--- config.mk ---
export PLATFORM = sky130hd
export DESIGN_NAME = uart_register_access_slave
export DESIGN_NICKNAME = d
export VERILOG_FILES = /design/src/core/uart_slave_pkg.sv /design/src/core/byte_fifo.sv /design/src/core/uart_char_tx.sv /design/src/core/uart_register_access_slave.sv
export SDC_FILE = /design/constraint.sdc
export NUM_CORES = 1
export LEC_CHECK = 0
export ABC_AREA = 1
export BUFFER_PORTS_ARGS = -buffer_cell sky130_fd_sc_hd__buf_2
export CAP_MARGIN = 30
export CORE_MARGIN = 2
export CORE_UTILIZATION = 60
export DETAILED_ROUTE_END_ITERATION = 10
export PLACE_DENSITY = 0.78
export SLEW_MARGIN = 10
export SYNTH_ARGS = -nofsm -noshare
export SYNTH_HDL_FRONTEND = slang
export SYNTH_HIERARCHICAL = 1
export SYNTH_SLANG_ARGS = --single-unit
--- constraint.sdc ---
create_clock -name sys_clk -period 4.19 [get_ports sys_clk]
set_input_delay 0.6285 -clock sys_clk [delete_from_list [all_inputs] [get_ports sys_clk]]
set_output_delay 0.6285 -clock sys_clk [all_outputs]
set_load 0.02 [all_outputs]
--- src/core/uart_slave_pkg.sv ---
// holds constants, field positions and carrier types of the serial register access slave
// assumes a single 40 MHz system clock shared by every design file
package uart_slave_pkg;

  // ***********************************************
  // clock and timing
  // ***********************************************
  localparam int CLK_HZ = 40_000_000;
  localparam int RX_INTERBYTE_TIMEOUT_MS = 20;
  localparam int REPLY_TURNAROUND_DELAY_MS = 1;
  // longest time rounds down
  localparam int RX_INTERBYTE_TIMEOUT_CYC = (CLK_HZ / 1000) * RX_INTERBYTE_TIMEOUT_MS;
  // least time rounds up
  localparam int REPLY_TURNAROUND_DELAY_CYC = (CLK_HZ * REPLY_TURNAROUND_DELAY_MS + 999) / 1000;
  localparam int BIT_CNT_W = 16;
  localparam int GAP_CNT_W = 24;

  // ***********************************************
  // character layout
  // ***********************************************
  localparam logic [3:0] CHAR_START_IDX = 4'h0;
  localparam logic [3:0] CHAR_DATA_IDX = 4'h1;
  localparam logic [3:0] CHAR_STOP_IDX = 4'hA;

  // ***********************************************
  // frame layout
  // ***********************************************
  localparam logic [7:0] HEADER_BYTE = 8'h7D;
  localparam logic [7:0] CSUM_BIAS = 8'h33;
  localparam logic [3:0] FRAME_HEAD_IDX = 4'h0;
  localparam logic [3:0] FRAME_CTRL_IDX = 4'h1;
  localparam logic [3:0] FRAME_ADDR_IDX = 4'h2;
  localparam logic [3:0] FRAME_CHECK_IDX = 4'h7;
  localparam logic [1:0] OP_WRITE = 2'h2;
  localparam logic [1:0] OP_READ = 2'h1;
  localparam logic [1:0] OP_BCAST = 2'h0;
  localparam int CTRL_OP_LSB = 0;
  localparam int CTRL_SEL_LO = 2;
  localparam int CTRL_SEL_HI = 3;
  localparam int CTRL_AHI_LSB = 4;
  localparam logic [7:0] WORDS_ONE = 8'h01;
  localparam logic [1:0] LAST_BYTE_OF_WORD = 2'h3;

  typedef struct packed {
    logic [7:0] ctrl;
    logic [7:0] addr;
    logic [31:0] data;
  } cmd_t;

  typedef struct packed {
    logic wr;
    logic rd;
    logic [11:0] addr;
    logic [31:0] wdata;
  } reg_req_t;

  // closing step of the check byte: invert the running sum, then add the bias
  function automatic logic [7:0] csum_final(input logic [7:0] sum);
    csum_final = 8'(~sum + CSUM_BIAS);
  endfunction

endpackage

--- src/core/byte_fifo.sv ---
// holds a small synchronous fifo with valid/ready on both sides
// assumes one clock and a synchronous active-high reset
`timescale 1ns/1ps
module byte_fifo #(
  parameter int WIDTH = 8,
  parameter int DEPTH = 4
) (
  input wire logic sys_clk, // system clock
  input wire logic rst, // synchronous reset, active high
  input wire logic in_valid, // write side offers a word
  output logic in_ready, // fifo has room
  input wire logic [WIDTH-1:0] in_data, // word written
  output logic out_valid, // fifo holds a word
  input wire logic out_ready, // read side takes the word
  output logic [WIDTH-1:0] out_data // oldest word
);
  localparam int AW = $clog2(DEPTH);

  logic [WIDTH-1:0] mem [DEPTH];
  logic [AW-1:0] wr_ptr_q;
  logic [AW-1:0] rd_ptr_q;
  logic [AW:0] count_q;
  logic push;
  logic pop;

  assign in_ready = (count_q != (AW+1)'(DEPTH));
  assign out_valid = (count_q != '0);
  assign out_data = mem[rd_ptr_q];
  assign push = in_valid && in_ready;
  assign pop = out_valid && out_ready;

  always_ff @(posedge sys_clk)
  begin
    if (push)
    begin
      mem[wr_ptr_q] <= in_data;
    end
  end

  always_ff @(posedge sys_clk)
  begin
    if (rst)
    begin
      wr_ptr_q <= '0;
      rd_ptr_q <= '0;
      count_q <= '0;
    end
    else
    begin
      if (push)
      begin
        wr_ptr_q <= (wr_ptr_q == AW'(DEPTH-1)) ? '0 : AW'(wr_ptr_q + 1'b1);
      end
      if (pop)
      begin
        rd_ptr_q <= (rd_ptr_q == AW'(DEPTH-1)) ? '0 : AW'(rd_ptr_q + 1'b1);
      end
      if (push && !pop)
      begin
        count_q <= (AW+1)'(count_q + 1'b1);
      end
      else if (pop && !push)
      begin
        count_q <= (AW+1)'(count_q - 1'b1);
      end
    end
  end
endmodule // byte_fifo

--- src/core/uart_char_tx.sv ---
// holds the 11-bit character transmitter: start, 8 data lsb first, odd parity, stop
// assumes bit_period is stable while a character is in flight
`timescale 1ns/1ps
module uart_char_tx (
  input wire logic sys_clk, // system clock
  input wire logic rst, // synchronous reset, active high
  input wire logic [uart_slave_pkg::BIT_CNT_W-1:0] bit_period, // clocks per bit
  input wire logic enable, // may start a new character
  input wire logic in_valid, // byte offered
  output logic in_ready, // byte taken this cycle when valid
  input wire logic [7:0] in_data, // byte to send
  output logic tx_out, // serial line, idle high
  output logic busy // character in flight
);
  logic [9:0] sh_q;
  logic [uart_slave_pkg::BIT_CNT_W-1:0] cnt_q;
  logic [3:0] idx_q;
  logic busy_q;
  logic tx_q;

  assign in_ready = !busy_q && enable;
  assign busy = busy_q;
  assign tx_out = tx_q;

  always_ff @(posedge sys_clk)
  begin
    if (rst)
    begin
      sh_q <= '1;
      cnt_q <= '0;
      idx_q <= uart_slave_pkg::CHAR_START_IDX;
      busy_q <= 1'b0;
      tx_q <= 1'b1;
    end
    else if (!busy_q)
    begin
      if (in_valid && enable)
      begin
        tx_q <= 1'b0;
        sh_q <= {1'b1, ~^in_data, in_data};
        cnt_q <= bit_period - 1'b1;
        idx_q <= uart_slave_pkg::CHAR_START_IDX;
        busy_q <= 1'b1;
      end
    end
    else if (cnt_q == '0)
    begin
      if (idx_q == uart_slave_pkg::CHAR_STOP_IDX)
      begin
        busy_q <= 1'b0;
        tx_q <= 1'b1;
      end
      else
      begin
        tx_q <= sh_q[0];
        sh_q <= {1'b1, sh_q[9:1]};
        idx_q <= idx_q + 1'b1;
        cnt_q <= bit_period - 1'b1;
      end
    end
    else
    begin
      cnt_q <= cnt_q - 1'b1;
    end
  end
endmodule // uart_char_tx

--- src/core/uart_register_access_slave.sv ---
// holds the serial register access slave: autobaud receiver, frame checker,
// register request port and reply sequencer feeding a 4-byte fifo and transmitter
// assumes rx_in is synchronous to sys_clk and registers answer one cycle after a read
//
// Functional notes
// - half-duplex: transmitting only starts while no character is being received
// - character: low start, eight data, odd parity, high stop; eleven bits
// - data bits go least significant first both ways
// - bit period measured automatically; 1200 to 19200 baud work unconfigured
// - chip reset or software reset returns the interface to idle
// - order: header, control, address, data0..data3 low first, check byte
// - read/write commands get a reply; broadcast gets none
// - over 20 ms between received bytes discards the partial frame
// - reply begins between 1 ms and 20 ms after command end
// - gap between reply characters never exceeds 20 ms
// - valid write stores the word and answers with four bytes
// - read/write accepted only when control bits 3:2 equal address pins
// - each bit lasts one measured bit period, eleven per character
// - check byte is inverted byte sum plus 0x33; same for replies
// - control bits 1:0 select op; bits 7:4 high address nibble
// - read count zero means one; reply header, control, length, data, check
`timescale 1ns/1ps
module uart_register_access_slave #(
  parameter int RX_TIMEOUT_CYC = uart_slave_pkg::RX_INTERBYTE_TIMEOUT_CYC,
  parameter int REPLY_DELAY_CYC = uart_slave_pkg::REPLY_TURNAROUND_DELAY_CYC,
  parameter int FIFO_DEPTH = 4
) (
  input wire logic sys_clk, // system clock, 40 MHz
  input wire logic rst, // synchronous reset, active high
  input wire logic sw_reset, // software reset request, active high
  input wire logic rx_in, // serial line from host, idle high
  input wire logic chip_addr_pin_hi, // chip select strap, compared with control bit 3
  input wire logic chip_addr_pin_lo, // chip select strap, compared with control bit 2
  input wire logic [31:0] reg_rdata, // register data, valid the cycle after a read pulse
  output logic tx_out, // serial line to host, idle high
  output uart_slave_pkg::reg_req_t reg_req_q // register write/read request pulses
);

  // ***********************************************
  // types and signals
  // ***********************************************
  typedef enum logic [2:0] {
    RX_IDLE = 3'b001,
    RX_MEAS = 3'b010,
    RX_BITS = 3'b100
  } rx_state_t;

  typedef enum logic [10:0] {
    SQ_IDLE = 11'h001,
    SQ_DELAY = 11'h002,
    SQ_HEAD = 11'h004,
    SQ_CTRL = 11'h008,
    SQ_THIRD = 11'h010,
    SQ_RD = 11'h020,
    SQ_RDW = 11'h040,
    SQ_RDL = 11'h080,
    SQ_DATA = 11'h100,
    SQ_SUM = 11'h200,
    SQ_DRAIN = 11'h400
  } seq_state_t;

  localparam int BW = uart_slave_pkg::BIT_CNT_W;
  localparam int GW = uart_slave_pkg::GAP_CNT_W;

  logic rst_all;
  logic rx_prev_q;
  rx_state_t rx_st_q;
  logic [BW-1:0] bit_per_q;
  logic [BW-1:0] rx_cnt_q;
  logic [3:0] rx_idx_q;
  logic [8:0] rx_sh_q;
  logic byte_stb_q;
  logic byte_ok_q;
  logic [7:0] byte_q;
  logic [3:0] frame_cnt_q;
  uart_slave_pkg::cmd_t cmd_q;
  logic [7:0] sum_q;
  logic [GW-1:0] gap_q;
  logic cmd_go_q;
  seq_state_t sq_q;
  logic [GW-1:0] dly_q;
  logic [7:0] words_q;
  logic [11:0] rd_addr_q;
  logic [31:0] rdbuf_q;
  logic [1:0] bytes_q;
  logic [7:0] tsum_q;
  logic is_read_q;
  logic push_valid;
  logic [7:0] push_data;
  logic push_ready;
  logic fifo_valid;
  logic fifo_ready;
  logic [7:0] fifo_data;
  logic tx_busy;
  logic tx_enable;
  logic sel_match;
  logic [1:0] cmd_op;

  assign rst_all = rst | sw_reset;
  assign cmd_op = cmd_q.ctrl[uart_slave_pkg::CTRL_OP_LSB +: 2];
  assign sel_match = (cmd_q.ctrl[uart_slave_pkg::CTRL_SEL_HI] == chip_addr_pin_hi) &&
                     (cmd_q.ctrl[uart_slave_pkg::CTRL_SEL_LO] == chip_addr_pin_lo);
  // the host owns the line while a character is arriving
  assign tx_enable = (rx_st_q == RX_IDLE) && rx_in;

  // ***********************************************
  // character receiver with bit period measurement
  // ***********************************************
  always_ff @(posedge sys_clk)
  begin
    if (rst_all)
    begin
      rx_prev_q <= 1'b1;
    end
    else
    begin
      rx_prev_q <= rx_in;
    end
  end

  always_ff @(posedge sys_clk)
  begin
    if (rst_all)
    begin
      rx_st_q <= RX_IDLE;
      bit_per_q <= '1;
      rx_cnt_q <= '0;
      rx_idx_q <= uart_slave_pkg::CHAR_START_IDX;
      rx_sh_q <= '0;
      byte_stb_q <= 1'b0;
      byte_ok_q <= 1'b0;
      byte_q <= '0;
    end
    else
    begin
      byte_stb_q <= 1'b0;
      case (rx_st_q)
        RX_IDLE:
        begin
          if (rx_prev_q && !rx_in)
          begin
            if (frame_cnt_q == uart_slave_pkg::FRAME_HEAD_IDX)
            begin
              // header lsb is one, so its start bit is exactly one bit long
              rx_st_q <= RX_MEAS;
              rx_cnt_q <= BW'(1);
            end
            else
            begin
              rx_st_q <= RX_BITS;
              rx_idx_q <= uart_slave_pkg::CHAR_START_IDX;
              rx_cnt_q <= bit_per_q >> 1;
            end
          end
        end
        RX_MEAS:
        begin
          if (rx_in)
          begin
            bit_per_q <= rx_cnt_q;
            rx_cnt_q <= rx_cnt_q >> 1;
            rx_idx_q <= uart_slave_pkg::CHAR_DATA_IDX;
            rx_st_q <= RX_BITS;
          end
          else if (rx_cnt_q != '1)
          begin
            // saturates on a line held low; the frame is then dropped by the header check
            rx_cnt_q <= rx_cnt_q + 1'b1;
          end
        end
        RX_BITS:
        begin
          if (rx_cnt_q != '0)
          begin
            rx_cnt_q <= rx_cnt_q - 1'b1;
          end
          else
          begin
            rx_cnt_q <= bit_per_q - 1'b1;
            rx_idx_q <= rx_idx_q + 1'b1;
            if (rx_idx_q == uart_slave_pkg::CHAR_START_IDX)
            begin
              if (rx_in)
              begin
                // start bit gone at mid-bit: a glitch, not a character
                rx_st_q <= RX_IDLE;
              end
            end
            else if (rx_idx_q == uart_slave_pkg::CHAR_STOP_IDX)
            begin
              byte_stb_q <= 1'b1;
              byte_q <= rx_sh_q[7:0];
              byte_ok_q <= rx_in && (^rx_sh_q);
              rx_st_q <= RX_IDLE;
            end
            else
            begin
              rx_sh_q <= {rx_in, rx_sh_q[8:1]};
            end
          end
        end
        default:
        begin
          rx_st_q <= RX_IDLE;
        end
      endcase
    end
  end

  // ***********************************************
  // command frame assembly and checking
  // ***********************************************
  always_ff @(posedge sys_clk)
  begin
    if (rst_all)
    begin
      frame_cnt_q <= uart_slave_pkg::FRAME_HEAD_IDX;
      cmd_q <= '0;
      sum_q <= '0;
      gap_q <= '0;
      cmd_go_q <= 1'b0;
    end
    else
    begin
      cmd_go_q <= 1'b0;
      if (byte_stb_q)
      begin
        gap_q <= '0;
        if (!byte_ok_q || ((frame_cnt_q == uart_slave_pkg::FRAME_HEAD_IDX) &&
            (byte_q != uart_slave_pkg::HEADER_BYTE)))
        begin
          frame_cnt_q <= uart_slave_pkg::FRAME_HEAD_IDX;
        end
        else if (frame_cnt_q == uart_slave_pkg::FRAME_CHECK_IDX)
        begin
          frame_cnt_q <= uart_slave_pkg::FRAME_HEAD_IDX;
          // a frame that completes while a reply is still pending is dropped
          cmd_go_q <= (byte_q == uart_slave_pkg::csum_final(sum_q)) &&
                      (sq_q == SQ_IDLE);
        end
        else
        begin
          frame_cnt_q <= frame_cnt_q + 1'b1;
          sum_q <= (frame_cnt_q == uart_slave_pkg::FRAME_HEAD_IDX) ?
                   byte_q : 8'(sum_q + byte_q);
          if (frame_cnt_q == uart_slave_pkg::FRAME_CTRL_IDX)
          begin
            cmd_q.ctrl <= byte_q;
          end
          else if (frame_cnt_q == uart_slave_pkg::FRAME_ADDR_IDX)
          begin
            cmd_q.addr <= byte_q;
          end
          else if (frame_cnt_q != uart_slave_pkg::FRAME_HEAD_IDX)
          begin
            cmd_q.data <= {byte_q, cmd_q.data[31:8]};
          end
        end
      end
      else if ((frame_cnt_q != uart_slave_pkg::FRAME_HEAD_IDX) && (rx_st_q == RX_IDLE))
      begin
        if (gap_q == GW'(RX_TIMEOUT_CYC - 1))
        begin
          frame_cnt_q <= uart_slave_pkg::FRAME_HEAD_IDX;
          gap_q <= '0;
        end
        else
        begin
          gap_q <= gap_q + 1'b1;
        end
      end
    end
  end

  // ***********************************************
  // reply sequencer and register requests
  // ***********************************************
  always_comb
  begin
    push_valid = 1'b0;
    push_data = '0;
    case (sq_q)
      SQ_HEAD:
      begin
        push_valid = 1'b1;
        push_data = uart_slave_pkg::HEADER_BYTE;
      end
      SQ_CTRL:
      begin
        push_valid = 1'b1;
        push_data = cmd_q.ctrl;
      end
      SQ_THIRD:
      begin
        push_valid = 1'b1;
        push_data = is_read_q ? words_q : cmd_q.addr;
      end
      SQ_DATA:
      begin
        push_valid = 1'b1;
        push_data = rdbuf_q[7:0];
      end
      SQ_SUM:
      begin
        push_valid = 1'b1;
        push_data = uart_slave_pkg::csum_final(tsum_q);
      end
      default:
      begin
        push_valid = 1'b0;
        push_data = '0;
      end
    endcase
  end

  always_ff @(posedge sys_clk)
  begin
    if (rst_all)
    begin
      sq_q <= SQ_IDLE;
      dly_q <= '0;
      words_q <= '0;
      rd_addr_q <= '0;
      rdbuf_q <= '0;
      bytes_q <= '0;
      tsum_q <= '0;
      is_read_q <= 1'b0;
      reg_req_q <= '0;
    end
    else
    begin
      reg_req_q.wr <= 1'b0;
      reg_req_q.rd <= 1'b0;
      case (sq_q)
        SQ_IDLE:
        begin
          dly_q <= '0;
          tsum_q <= '0;
          if (cmd_go_q)
          begin
            // fields move only together with a pulse, so the register side sees them hold
            if (cmd_op == uart_slave_pkg::OP_BCAST)
            begin
              reg_req_q.addr <= {cmd_q.ctrl[uart_slave_pkg::CTRL_AHI_LSB +: 4], cmd_q.addr};
              reg_req_q.wdata <= cmd_q.data;
              reg_req_q.wr <= 1'b1;
            end
            else if ((cmd_op == uart_slave_pkg::OP_WRITE) && sel_match)
            begin
              reg_req_q.addr <= {cmd_q.ctrl[uart_slave_pkg::CTRL_AHI_LSB +: 4], cmd_q.addr};
              reg_req_q.wdata <= cmd_q.data;
              reg_req_q.wr <= 1'b1;
              is_read_q <= 1'b0;
              sq_q <= SQ_DELAY;
            end
            else if ((cmd_op == uart_slave_pkg::OP_READ) && sel_match)
            begin
              is_read_q <= 1'b1;
              words_q <= (cmd_q.data[7:0] == '0) ? uart_slave_pkg::WORDS_ONE :
                         cmd_q.data[7:0];
              rd_addr_q <= {cmd_q.ctrl[uart_slave_pkg::CTRL_AHI_LSB +: 4], cmd_q.addr};
              sq_q <= SQ_DELAY;
            end
          end
        end
        SQ_DELAY:
        begin
          if (dly_q == GW'(REPLY_DELAY_CYC - 1))
          begin
            sq_q <= SQ_HEAD;
          end
          else
          begin
            dly_q <= dly_q + 1'b1;
          end
        end
        SQ_HEAD, SQ_CTRL, SQ_THIRD, SQ_DATA, SQ_SUM:
        begin
          if (push_ready)
          begin
            tsum_q <= 8'(tsum_q + push_data);
            case (sq_q)
              SQ_HEAD:
              begin
                sq_q <= SQ_CTRL;
              end
              SQ_CTRL:
              begin
                sq_q <= SQ_THIRD;
              end
              SQ_THIRD:
              begin
                sq_q <= is_read_q ? SQ_RD : SQ_SUM;
              end
              SQ_DATA:
              begin
                rdbuf_q <= {8'h00, rdbuf_q[31:8]};
                bytes_q <= bytes_q + 1'b1;
                if (bytes_q == uart_slave_pkg::LAST_BYTE_OF_WORD)
                begin
                  words_q <= words_q - 1'b1;
                  rd_addr_q <= rd_addr_q + 1'b1;
                  sq_q <= (words_q == uart_slave_pkg::WORDS_ONE) ? SQ_SUM : SQ_RD;
                end
              end
              default:
              begin
                sq_q <= SQ_DRAIN;
              end
            endcase
          end
        end
        SQ_RD:
        begin
          reg_req_q.rd <= 1'b1;
          reg_req_q.addr <= rd_addr_q;
          sq_q <= SQ_RDW;
        end
        SQ_RDW:
        begin
          sq_q <= SQ_RDL;
        end
        SQ_RDL:
        begin
          rdbuf_q <= reg_rdata;
          bytes_q <= '0;
          sq_q <= SQ_DATA;
        end
        SQ_DRAIN:
        begin
          // new commands are held off until the last stop bit has left
          if (!fifo_valid && !tx_busy)
          begin
            sq_q <= SQ_IDLE;
          end
        end
        default:
        begin
          sq_q <= SQ_IDLE;
        end
      endcase
    end
  end

  // ***********************************************
  // reply path: fifo and transmitter
  // ***********************************************
  // reading one register costs three cycles, far below a character time,
  // so the fifo never runs dry mid-reply and characters go back to back
  byte_fifo #(
    .WIDTH(8),
    .DEPTH(FIFO_DEPTH)
  ) u_reply_fifo (
    .sys_clk(sys_clk),
    .rst(rst_all),
    .in_valid(push_valid),
    .in_ready(push_ready),
    .in_data(push_data),
    .out_valid(fifo_valid),
    .out_ready(fifo_ready),
    .out_data(fifo_data)
  );

  uart_char_tx u_char_tx (
    .sys_clk(sys_clk),
    .rst(rst_all),
    .bit_period(bit_per_q),
    .enable(tx_enable),
    .in_valid(fifo_valid),
    .in_ready(fifo_ready),
    .in_data(fifo_data),
    .tx_out(tx_out),
    .busy(tx_busy)
  );

endmodule // uart_register_access_slave

==> qor.yml, run 1 <==
avgSynthCellArea_um2: 7.11
cts_setup_buffers: 0
max_freq_ghz: 0.283
htreeDepth: 2
grt_usage_pct: 29.3
rsz0062_at_grt: "false"
cp_max_fo: 6
fill_cells: 2739
p_int_uw: 5660
core_area_um2: 30700
maxCapViolations: 0
multi_input_area_um2: 9800
insertion_delay_ns: 0.54
drtPass1Iterations: 7
synth_edf_count: 32
pwr-share-comb_pct: 6.6
reg2reg_from: "sq_q[4]$_SDFFE_PP0P_"
power_density_nw_per_um2: 360
die_height_um: 181
p_seq_share_pct: 47.1
vias: 17800
ys.flop_type: "dfxtp_1"
min_period_ns: 3.54
status: "complete, no violations"
yosysSeqAreaShare_pct: 40.0
drc_errors: 0
cts_buffer_depth: 3
total_power_uw: 7440
r2r-end: "tsum_q[6]$_SDFFE_PP0P_"
setup_ws_ns: 0.654
r2r_slack_ns: 0.65
post_drt_wl_per_cell_um: 15.6
grt_pass1_wl_um: 81000
ctsHoldBuffers: 0
slowest_stage: "fa_1"
viasPerCell: 5.71
report.final.slew_viol_count: 0
cts-resized-gates: 0
cts_buffers: 39
finalClockSkew_ns: 0.0192
synth-seq-cells: 360
hold-path-cell-count: 3
yosysWarnings: 6
fin_nets: 2775
initialDrtViolationCount: 1753
gp_congestion: 0.967
num_io_pins: 85
cts_sinks: 360
path_delay_family: "compound AO/OA/AOI/OAI gates"
leakage_uw: 0.00819
place_ws_ns: 0.712
syn_area_um2: 18800
path_buf_inv: 3
cts_tree: "built"
clkPwrFrac_pct: 46.3
io_buffer_count: 84
hold_viol: 0
cts.clk_slew.worst_paths_ns: 0.06
min_period_over_period_pct: 84.4
hold_class: "primary input to flop"
design_area_um2: 20600
cp-end-kind: "flop"
worst_setup_path_start_kind: "flop"
slew_headroom_pct: 39.8
start_util_pct: 61.2
finalSetupTns_ns: 0
grt_pass1_vias: 16700
ir_drop_uv: 335
ff2ff_path_depth: 21
synth_nets: 2730
timing.critical_path.mode_cell: "nand2_1"
tightest_slew_ns: 0.897
worstHoldStart: "reg_rdata[26]"
drt-total-wl_um: 48600
crit_chain: "inv_2 > nand2_2 > inv_1 > nand2_1 > nor2_1 > nand4_1 > inv_1 > nand2_1 > o211ai_1 > a221oi_1 > o21ai_0 > ha_1 > fa_1 > a21oi_1 > o21ai_0 > nand2_1 > nand2_1 > a21oi_1 > xor2_1 > or2_0 > a21oi_1"
syn2layout_area_growth_pct: 9.71
place_area_um2: 19300
ant_nets: 0
p_sw_uw: 1770
dp_hpwl_um: 34300
cp.arrival_ns: 3.92
seqCellArea_um2: 7530
antenna_found_initial: 1
syn-instance-count: 2646
swShare_pct: 23.8
worstHoldEndpoint: "rdbuf_q[26]$_SDFFE_PP0P_"
critPathKind: "flop to flop"
max_stage_delay_ns: 0.41
async_flop_share_pct: 0
setup_violations: 0
drive_above_1_share_pct: 9.46
yosys.cell_types.count: 66
die_w_um: 181
grt.overflow.total: 0
die_area_um2: 32800
crit_required_ns: 4.58
rows: 64
cts-root-buf: "clkbuf_16"
grt_start_max_net_pins: 169
per-layer routing:
layer  global-route usage (%)  part of all wire, %  vias to the layer above
met3                     3.69                  5.5                       95
met2                     50.6                   48                      525
met1                     38.5                   44                     8257
met4                     9.04                  2.6                        0
met5                        0                    0                        -
li1                         -                    -                     8905
worst max path at each step:
| stage | start | end | slack (ns) | cells past startpoint |
|---|---|---|---|---|
| 5_1_grt | sq_q[4]$_SDFFE_PP0P_ | tsum_q[6]$_SDFFE_PP0P_ | 0.30 | 21 |
| 3_5_place_dp | sq_q[8]$_SDFFE_PP0P_ | tsum_q[6]$_SDFFE_PP0P_ | 0.71 | 15 |
| 2_1_floorplan | sq_q[5]$_SDFFE_PP0P_ | tsum_q[6]$_SDFFE_PP0P_ | 1.22 | 21 |
| 3_3_place_gp | sq_q[7]$_SDFFE_PP0P_ | tsum_q[6]$_SDFFE_PP0P_ | 0.88 | 21 |
| 6_report | sq_q[4]$_SDFFE_PP0P_ | tsum_q[6]$_SDFFE_PP0P_ | 0.65 | 21 |
| 4_1_cts | sq_q[8]$_SDFFE_PP0P_ | tsum_q[6]$_SDFFE_PP0P_ | 0.70 | 15 |
placed cells by master, fill, tap and decap left out, drive strengths merged, types with 20 or more instances in the layout:
master / instances
a311oi: 21
nand4: 35
xor2: 50
a211oi: 20
nor2: 409
a21oi: 176
nor3: 49
clkbuf: 52
buf: 97
inv: 262
a31oi: 24
ha: 43
nand2: 538
dfxtp: 328
edfxtp: 32
o21ai: 256
nand3: 174
logic make-up (layout without fill, tap and decap cells):
| group | after synthesis | in the layout | synth area share (%) |
|---|---|---|---|
| mux | 3 | 3 | 0.166 |
| simple gates | 1251 | 1251 | 28.5 |
| xor+xnor | 68 | 68 | 3.16 |
| compound gates | 558 | 558 | 17.0 |
| fa+ha+maj | 46 | 46 | 3.18 |
| other cells | 0 | 1 | 0 |
| flops | 360 | 360 | 40.0 |
| buf+inv | 360 | 431 | 7.99 |
stage by stage:
step,cells,utilization [%],hold WS (ns)
global route,3114,67.1,0.341
global placement,3045,62.9,0.440
finish,3114,67.1,0.346
CTS,3112,67.1,0.334
detailed placement,3045,62.9,0.446
floorplan,2646,-,0.429
layout make-up:
type	instances	area share (%)
tap	396	2.40
sequential	360	36.5
timing repair buffer	97	2.57
antenna	1	0.0121
multi-input combinational	1926	47.4
clock buffer	52	5.35
clock inverter	15	0.903
inverter	267	4.86
power by group through the flow:
stage	registers, uW	logic, uW	clock network, uW
floorplan	3570	370	0
global placement	3570	474	0
detailed placement	3570	483	0
CTS	3500	487	3500
global route	3500	559	3650
finish	3500	492	3450
registers in the layout, indices dropped and copies added, names as in the netlist, 8 cells and up, named ones only:
| signal | cells |
|---|---|
| u_reply_fifo/mem | 32 |
| tsum_q | 8 |
| rdbuf_q | 32 |
| rx_cnt_q | 16 |
| byte_q | 8 |
| sum_q | 8 |
| bit_per_q | 16 |
| reg_req_q | 46 |
| dly_q | 24 |
| u_char_tx/sh_q | 9 |
| gap_q | 24 |
| cmd_q | 46 |
| words_q | 8 |
| sq_q | 11 |
| u_char_tx/cnt_q | 16 |
| rx_sh_q | 9 |
| rd_addr_q | 12 |
Yosys cell counts, types with 5 or more instances:
library cell    n  area share [%]
nand2_1       521              10
nor2_1        385             7.7
dfxtp_1       328              35
inv_1         242             4.8
o21ai_0       232             6.2
nand3_1       172             4.6
a21oi_1       165             4.4
clkbuf_1       50             1.0
xor2_1         50             2.3
ha_1           43             2.9
nor3_1         43             1.1
nand4_1        34             1.1
edfxtp_1       32             5.1
a31oi_1        24            0.80
nor2_2         23            0.76
buf_2          22            0.59
a311oi_1       21            0.98
a211oi_1       20            0.80
inv_2          20            0.40
o21ai_1        20            0.53
xnor2_1        18            0.84
nor4_1         17            0.57
o211ai_1       14            0.56
nand2_2        13            0.43
or2_2          12            0.40
a21oi_2        11            0.51
buf_6          10            0.60
o22ai_1        10            0.33
buf_4           9            0.36
nand3b_1        6            0.24
a221oi_1        5            0.23
clkinv_1        5            0.10
nor3_2          5            0.27
o21bai_1        5            0.20
worst reg2reg max path: stages, from the launching register on:
cell and delay [ns]:
dfxtp_1 0.37, inv_2 0.06, nand2_2 0.10, inv_1 0.05
nand2_1 0.09, nor2_1 0.08, nand4_1 0.21, inv_1 0.18
nand2_1 0.10, o211ai_1 0.08, a221oi_1 0.23, o21ai_0 0.28
ha_1 0.30, fa_1 0.41, a21oi_1 0.14, o21ai_0 0.10
nand2_1 0.09, nand2_1 0.06, a21oi_1 0.15, xor2_1 0.15
or2_0 0.12, a21oi_1 0.06
Power figures use the tool's default switching activity.
==> run 2: changes to the inputs <==
clock period = 3.63 ns   (was 4.19 ns; I/O delays follow)
==> qor.yml, run 2 (synthesis gave the netlist of run 1 again) <==
endpoint: "tsum_q[6]$_SDFFE_PP0P_"  # unchanged
min_period_over_period_pct: 92.0  # was 84.4%
path_delay_family: "compound AO/OA/AOI/OAI gates"  # unchanged
maxCapViolations: 0  # unchanged
rows: 64  # unchanged
core_area_um2: 30700  # unchanged
die_w_um: 181  # unchanged
r2r-end: "tsum_q[6]$_SDFFE_PP0P_"  # unchanged
drive_above_1_share_pct: 10.0  # was 9.46%
slowest_stage: "dfxtp_1"  # was fa_1
r2r_slack_ns: 0.29  # was 0.65 ns
cts.clk_slew.worst_paths_ns: 0.05  # was 0.06 ns
max_freq_ghz: 0.300  # was 0.283 GHz
grt_pass1_vias: 16700  # about the same
min_period_ns: 3.34  # was 3.54 ns
io_buffer_count: 84  # unchanged
die_area_um2: 32800  # unchanged
power_density_nw_per_um2: 410  # was 360 nW/um^2
slew_headroom_pct: 38.7  # was 39.8%
dp_cells: 3057  # was 3045
cp_max_fo: 7  # was 6
leakage_uw: 0.00824  # was 0.00819 uW
critPathKind: "flop to flop"  # unchanged
setup.worst_path.start: "sq_q[10]$_SDFFE_PP0P_"  # was sq_q[4]$_SDFFE_PP0P_
post_drt_wl_per_cell_um: 15.6  # about the same
cts_tree: "built"  # unchanged
setup_violations: 0  # unchanged
hold_class: "primary input to flop"  # unchanged
finalClockSkew_ns: 0.0291  # was 0.0192 ns
crit_chain: "nor3_4 > buf_4 > nand2_4 > inv_2 > nand2_1 > inv_1 > a221oi_1 > o21ai_1 > ha_1 > fa_1 > a21oi_1 > o21ai_0 > nand2_1 > nand2_1 > a21oi_1 > xor2_1 > or2_0 > a21oi_1"  # was inv_2 > nand2_2 > inv_1 > nand2_1 > nor2_1 > nand4_1 > inv_1 > nand2_1 > o211ai_1 > a221oi_1 > o21ai_0 > ha_1 > fa_1 > a21oi_1 > o21ai_0 > nand2_1 > nand2_1 > a21oi_1 > xor2_1 > or2_0 > a21oi_1
worst_setup_path_start_kind: "flop"  # unchanged
ant_nets: 0  # unchanged
fill_cells: 2673  # was 2739
cts_buffers: 39  # unchanged
reg_top3: "cmd_q (46), reg_req_q (46)"  # unchanged
start_util_pct: 61.2  # unchanged
num_io_pins: 85  # unchanged
tightest_slew_ns: 0.915  # was 0.897 ns
status: "complete, no violations"  # unchanged
grt_start_max_net_pins: 169  # unchanged
cp_num_cells: 18  # was 21
hold-path-cell-count: 3  # unchanged
rsz0062_at_grt: "false"  # unchanged
ff2ff_path_depth: 18  # was 21
mostFrequentLayoutCell: "nand2_1"  # unchanged
antenna_found_initial: 2  # was 1
reg2reg_from: "sq_q[10]$_SDFFE_PP0P_"  # was sq_q[4]$_SDFFE_PP0P_
ctsHoldBuffers: 0  # unchanged
cp-end-kind: "flop"  # unchanged
die_height_um: 181  # unchanged
max_stage_delay_ns: 0.41  # about the same
fin_cells: 3131  # was 3114
cts-root-buf: "clkbuf_16"  # unchanged
drc_errors: 0  # unchanged
cts_sinks: 360  # unchanged
fin_nets: 2788  # was 2775
path_buf_inv: 3  # unchanged
grt_usage_pct: 29.4  # was 29.3%
cp.arrival_ns: 3.79  # was 3.92 ns
syn2layout_area_growth_pct: 10.1  # was 9.71%
viasPerCell: 5.67  # was 5.71
grt_pass1_wl_um: 80800  # was 81000 um
dp_hpwl_um: 34300  # about the same
insertion_delay_ns: 0.56  # was 0.54 ns
drtPass1Iterations: 10  # was 7
cts_buffer_depth: 3  # unchanged
report.final.slew_viol_count: 0  # unchanged
htreeDepth: 2  # unchanged
grt.overflow.total: 0  # unchanged
layout_common_cells: "nand2_1 (521), nor2_1 (383), dfxtp_1 (328)"  # was nand2_1 (521), nor2_1 (384), dfxtp_1 (328)
drt-total-wl_um: 48900  # was 48600 um
vias: 17800  # about the same
finalSetupTns_ns: 0  # unchanged
gp_congestion: 0.945  # was 0.967
ir_drop_uv: 350  # was 335 uV
crit_required_ns: 4.08  # was 4.58 ns
utilization_pct: 67.4  # was 67.1%
initialDrtViolationCount: 1449  # was 1753
hold_viol: 0  # unchanged
[run 2: cell types whose count changed in the layout (fill, tap and decap cells not counted), moves of 2 or more]
cell        change
clkinv_2        +3
clkinvlp_4      +3
diode_2         +2
clkinv_1        -2
buf_4          +12
clkbuf_8        -4
clkinv_4        +2
[run 2: final cells by class]
type / count / area [um^2] / area share (%)
Antenna cell: 3 / 7.51 / 0.0362
Sequential cell: 360 / 7530 / 36.3
Clock buffer: 49 / 1050 / 5.08
Multi-Input combinational cell: 1926 / 9800 / 47.3
Tap cell: 396 / 495 / 2.39
Timing Repair Buffer: 110 / 641 / 3.09
Inverter: 267 / 1000 / 4.84
Clock inverter: 20 / 201 / 0.972
[run 2: routing by layer]
layer	wire [um]	GRT usage (%)	share of wire (%)
met1	21500	37.5	44
met2	22900	50.0	47
met3	2750	4.60	5.6
met4	1760	12.0	3.6
met5	0	0	0
[run 2: how the worst min path moves through the flow]
stage	from	endpoint	slack, ns
6_report	reg_rdata[31]	rdbuf_q[31]$_SDFFE_PP0P_	0.26
5_1_grt	reg_rdata[31]	rdbuf_q[31]$_SDFFE_PP0P_	0.26
3_5_place_dp	u_char_tx/sh_q[0]$_SDFFE_PP1P_	u_char_tx/sh_q[0]$_SDFFE_PP1P_	0.45
2_1_floorplan	u_char_tx/sh_q[1]$_SDFFE_PP1P_	u_char_tx/sh_q[1]$_SDFFE_PP1P_	0.43
4_1_cts	reg_rdata[31]	rdbuf_q[31]$_SDFFE_PP0P_	0.25
3_3_place_gp	u_char_tx/sh_q[0]$_SDFFE_PP1P_	u_char_tx/sh_q[0]$_SDFFE_PP1P_	0.44
[run 2: where the power goes]
part           switching, uW  total (uW)  internal, uW
registers               22.3        4040          4020
logic                    408         572           164
clock network           1660        3890          2230
total                   2100        8500          6400
[run 2: worst reg2reg max path, delay by kind of cell (launching register included)]
family          cells  cell delay (ns)
fa+ha+maj           2             0.68
compound gates      6             1.08
flops               1             0.41
buf+inv             3             0.31
simple gates        6             0.70
xor+xnor            1             0.09
[run 2: repair_timing]
item / in CTS / in global routing
endpoints found under the setup margin: 0 / 2
buffers inserted: 0 / 2
gates resized for setup: 0 / 2
[run 2: stage by stage]
stage,power (uW),cell area (um^2),setup WS (ns),hold WS (ns)
final,8500,20700,0.291,0.265
after global routing,8790,20700,0.00815,0.262
after CTS,8540,20700,0.0875,0.246
after detailed placement,4680,19400,0.0837,0.448
after global placement,4670,19400,0.288,0.439
after floorplan,4540,18800,0.657,0.429
==> run 3: changes to the inputs <==
SKIP_CTS_REPAIR_TIMING = 1   (was unset)
clock period = 3.7 ns   (was 3.63 ns; I/O delays follow)
==> qor.yml, run 3 (synthesis gave the netlist of run 1 again) <==
antenna_found_initial: 2  # unchanged
htreeDepth: 2  # unchanged
initialDrtViolationCount: 1488  # was 1449
finalClockSkew_ns: 0.0281  # was 0.0291 ns
cp.arrival_ns: 3.82  # was 3.79 ns
leakage_uw: 0.00825  # was 0.00824 uW
layout_common_cells: "nand2_1 (521), nor2_1 (383), dfxtp_1 (328)"  # unchanged
hold_viol: 0  # unchanged
grt_most_used_layer: "met2"  # unchanged
post_drt_wl_per_cell_um: 15.6  # about the same
drc_errors: 0  # unchanged
fin_nets: 2789  # was 2788
worst_setup_path_start_kind: "flop"  # unchanged
grt_start_max_net_pins: 97  # was 169
cp_max_fo: 6  # was 7
ir_drop_uv: 594  # was 350 uV
met1_usage_pct: 37.8  # was 37.5%
rsz0062_at_grt: "false"  # unchanged
io_buffer_count: 84  # unchanged
cp-end-kind: "flop"  # unchanged
viasPerCell: 5.70  # was 5.67
crit_required_ns: 4.17  # was 4.08 ns
min_period_ns: 3.36  # was 3.34 ns
die_area_um2: 32800  # unchanged
utilization_pct: 67.5  # was 67.4%
reg_top3: "cmd_q (46), reg_req_q (46)"  # unchanged
use_met2_pct: 50.5  # was 50.0%
ant_nets: 0  # unchanged
syn2layout_area_growth_pct: 10.3  # was 10.1%
vias: 17800  # about the same
drive_above_1_share_pct: 10.1  # was 10.0%
num_io_pins: 85  # unchanged
hold_class: "primary input to flop"  # unchanged
cts_tree: "built"  # unchanged
setup_ws_ns: 0.343  # was 0.291 ns
status: "complete, no violations"  # unchanged
rows: 64  # unchanged
start_util_pct: 61.2  # unchanged
place_ws_ns: 0.142  # was 0.0837 ns
insertion_delay_ns: 0.55  # was 0.56 ns
core_area_um2: 30700  # unchanged
grt.overflow.total: 0  # unchanged
min_period_over_period_pct: 90.7  # was 92.0%
cts.clk_slew.worst_paths_ns: 0.06  # was 0.05 ns
finalSetupTns_ns: 0  # unchanged
drt-total-wl_um: 48700  # was 48900 um
critPathKind: "flop to flop"  # unchanged
grt_usage_pct: 29.3  # was 29.4%
grt_pass1_wl_um: 80800  # about the same
dp_hpwl_um: 34300  # about the same
slew_headroom_pct: 38.9  # was 38.7%
cts-root-buf: "clkbuf_16"  # unchanged
maxCapViolations: 0  # unchanged
cts_buffers: 39  # unchanged
setup_violations: 0  # unchanged
power_density_nw_per_um2: 407  # was 410 nW/um^2
cts_buffer_depth: 3  # unchanged
max_freq_ghz: 0.298  # was 0.300 GHz
die_w_um: 181  # unchanged
die_height_um: 181  # unchanged
report.final.slew_viol_count: 0  # unchanged
mostFrequentLayoutCell: "nand2_1"  # unchanged
tightest_slew_ns: 0.917  # was 0.915 ns
cts_sinks: 360  # unchanged
drtPass1Iterations: 6  # was 10
gp_congestion: 0.946  # was 0.945
grt_pass1_vias: 16900  # was 16700
grt_use_met3_pct: 3.95  # was 4.60%
run 3: changes by cell type in the layout (fill, tap and decap cells not counted), sizes merged:
cell    delta
buf        +1
bufinv     +1
clkbuf     +5
clkinv     -6
diode      -1
run 3: final timing paths:
path	startpoint	end	slack, ns	cells after the start
setup reg to reg	sq_q[2]$_SDFFE_PP0P_	tsum_q[6]$_SDFFE_PP0P_	0.34	17
hold reg to reg	u_char_tx/sh_q[7]$_SDFFE_PP1P_	u_char_tx/sh_q[7]$_SDFFE_PP1P_	0.46	2
hold / removal	reg_rdata[25]	rdbuf_q[25]$_SDFFE_PP0P_	0.27	3
setup / recovery	sq_q[2]$_SDFFE_PP0P_	tsum_q[6]$_SDFFE_PP0P_	0.34	17
run 3: layer usage:
metal | share of wire (%) | wire length [um]
met4 | 2.9 | 1410
met2 | 47 | 23100
met3 | 5.6 | 2710
met5 | 0 | 0
met1 | 44 | 21500
run 3: layout make-up:
class	instances	area, um^2
Clock inverter	15	175
Clock buffer	54	1120
Timing Repair Buffer	111	623
Fill cell	2655	9990
Sequential cell	360	7530
Inverter	267	1000
Antenna cell	2	5.00
Multi-Input combinational cell	1926	9810
Tap cell	396	495
run 3: power by group:
group | switching [uW] | internal [uW] | total, uW
combinational | 395 | 161 | 555
clock | 1590 | 2340 | 3930
sequential | 22.0 | 3940 | 3960
total | 2010 | 6440 | 8450
run 3: stage by stage:
step / power [uW] / cells / instance area [um^2] / hold WS (ns)
CTS: 8490 / 3127 / 20700 / 0.264
global placement: 4580 / 3058 / 19400 / 0.439
floorplan: 4460 / 2646 / 18800 / 0.429
finish: 8450 / 3131 / 20800 / 0.274
detailed placement: 4590 / 3058 / 19400 / 0.443
global route: 8720 / 3130 / 20800 / 0.282
run 3: worst max-delay path: stages, from the launching register on:
cell	delay [ns]
dfxtp_1	0.33
nor2_2	0.16
nand3_1	0.18
nor2_2	0.31
nand3_1	0.28
o211ai_1	0.25
a221oi_1	0.07
o21ai_1	0.23
ha_1	0.27
fa_1	0.23
a21oi_1	0.08
o21ai_0	0.20
nand2_1	0.11
nand2_1	0.07
a21oi_1	0.07
xor2_1	0.14
or2_0	0.20
a21oi_1	0.12
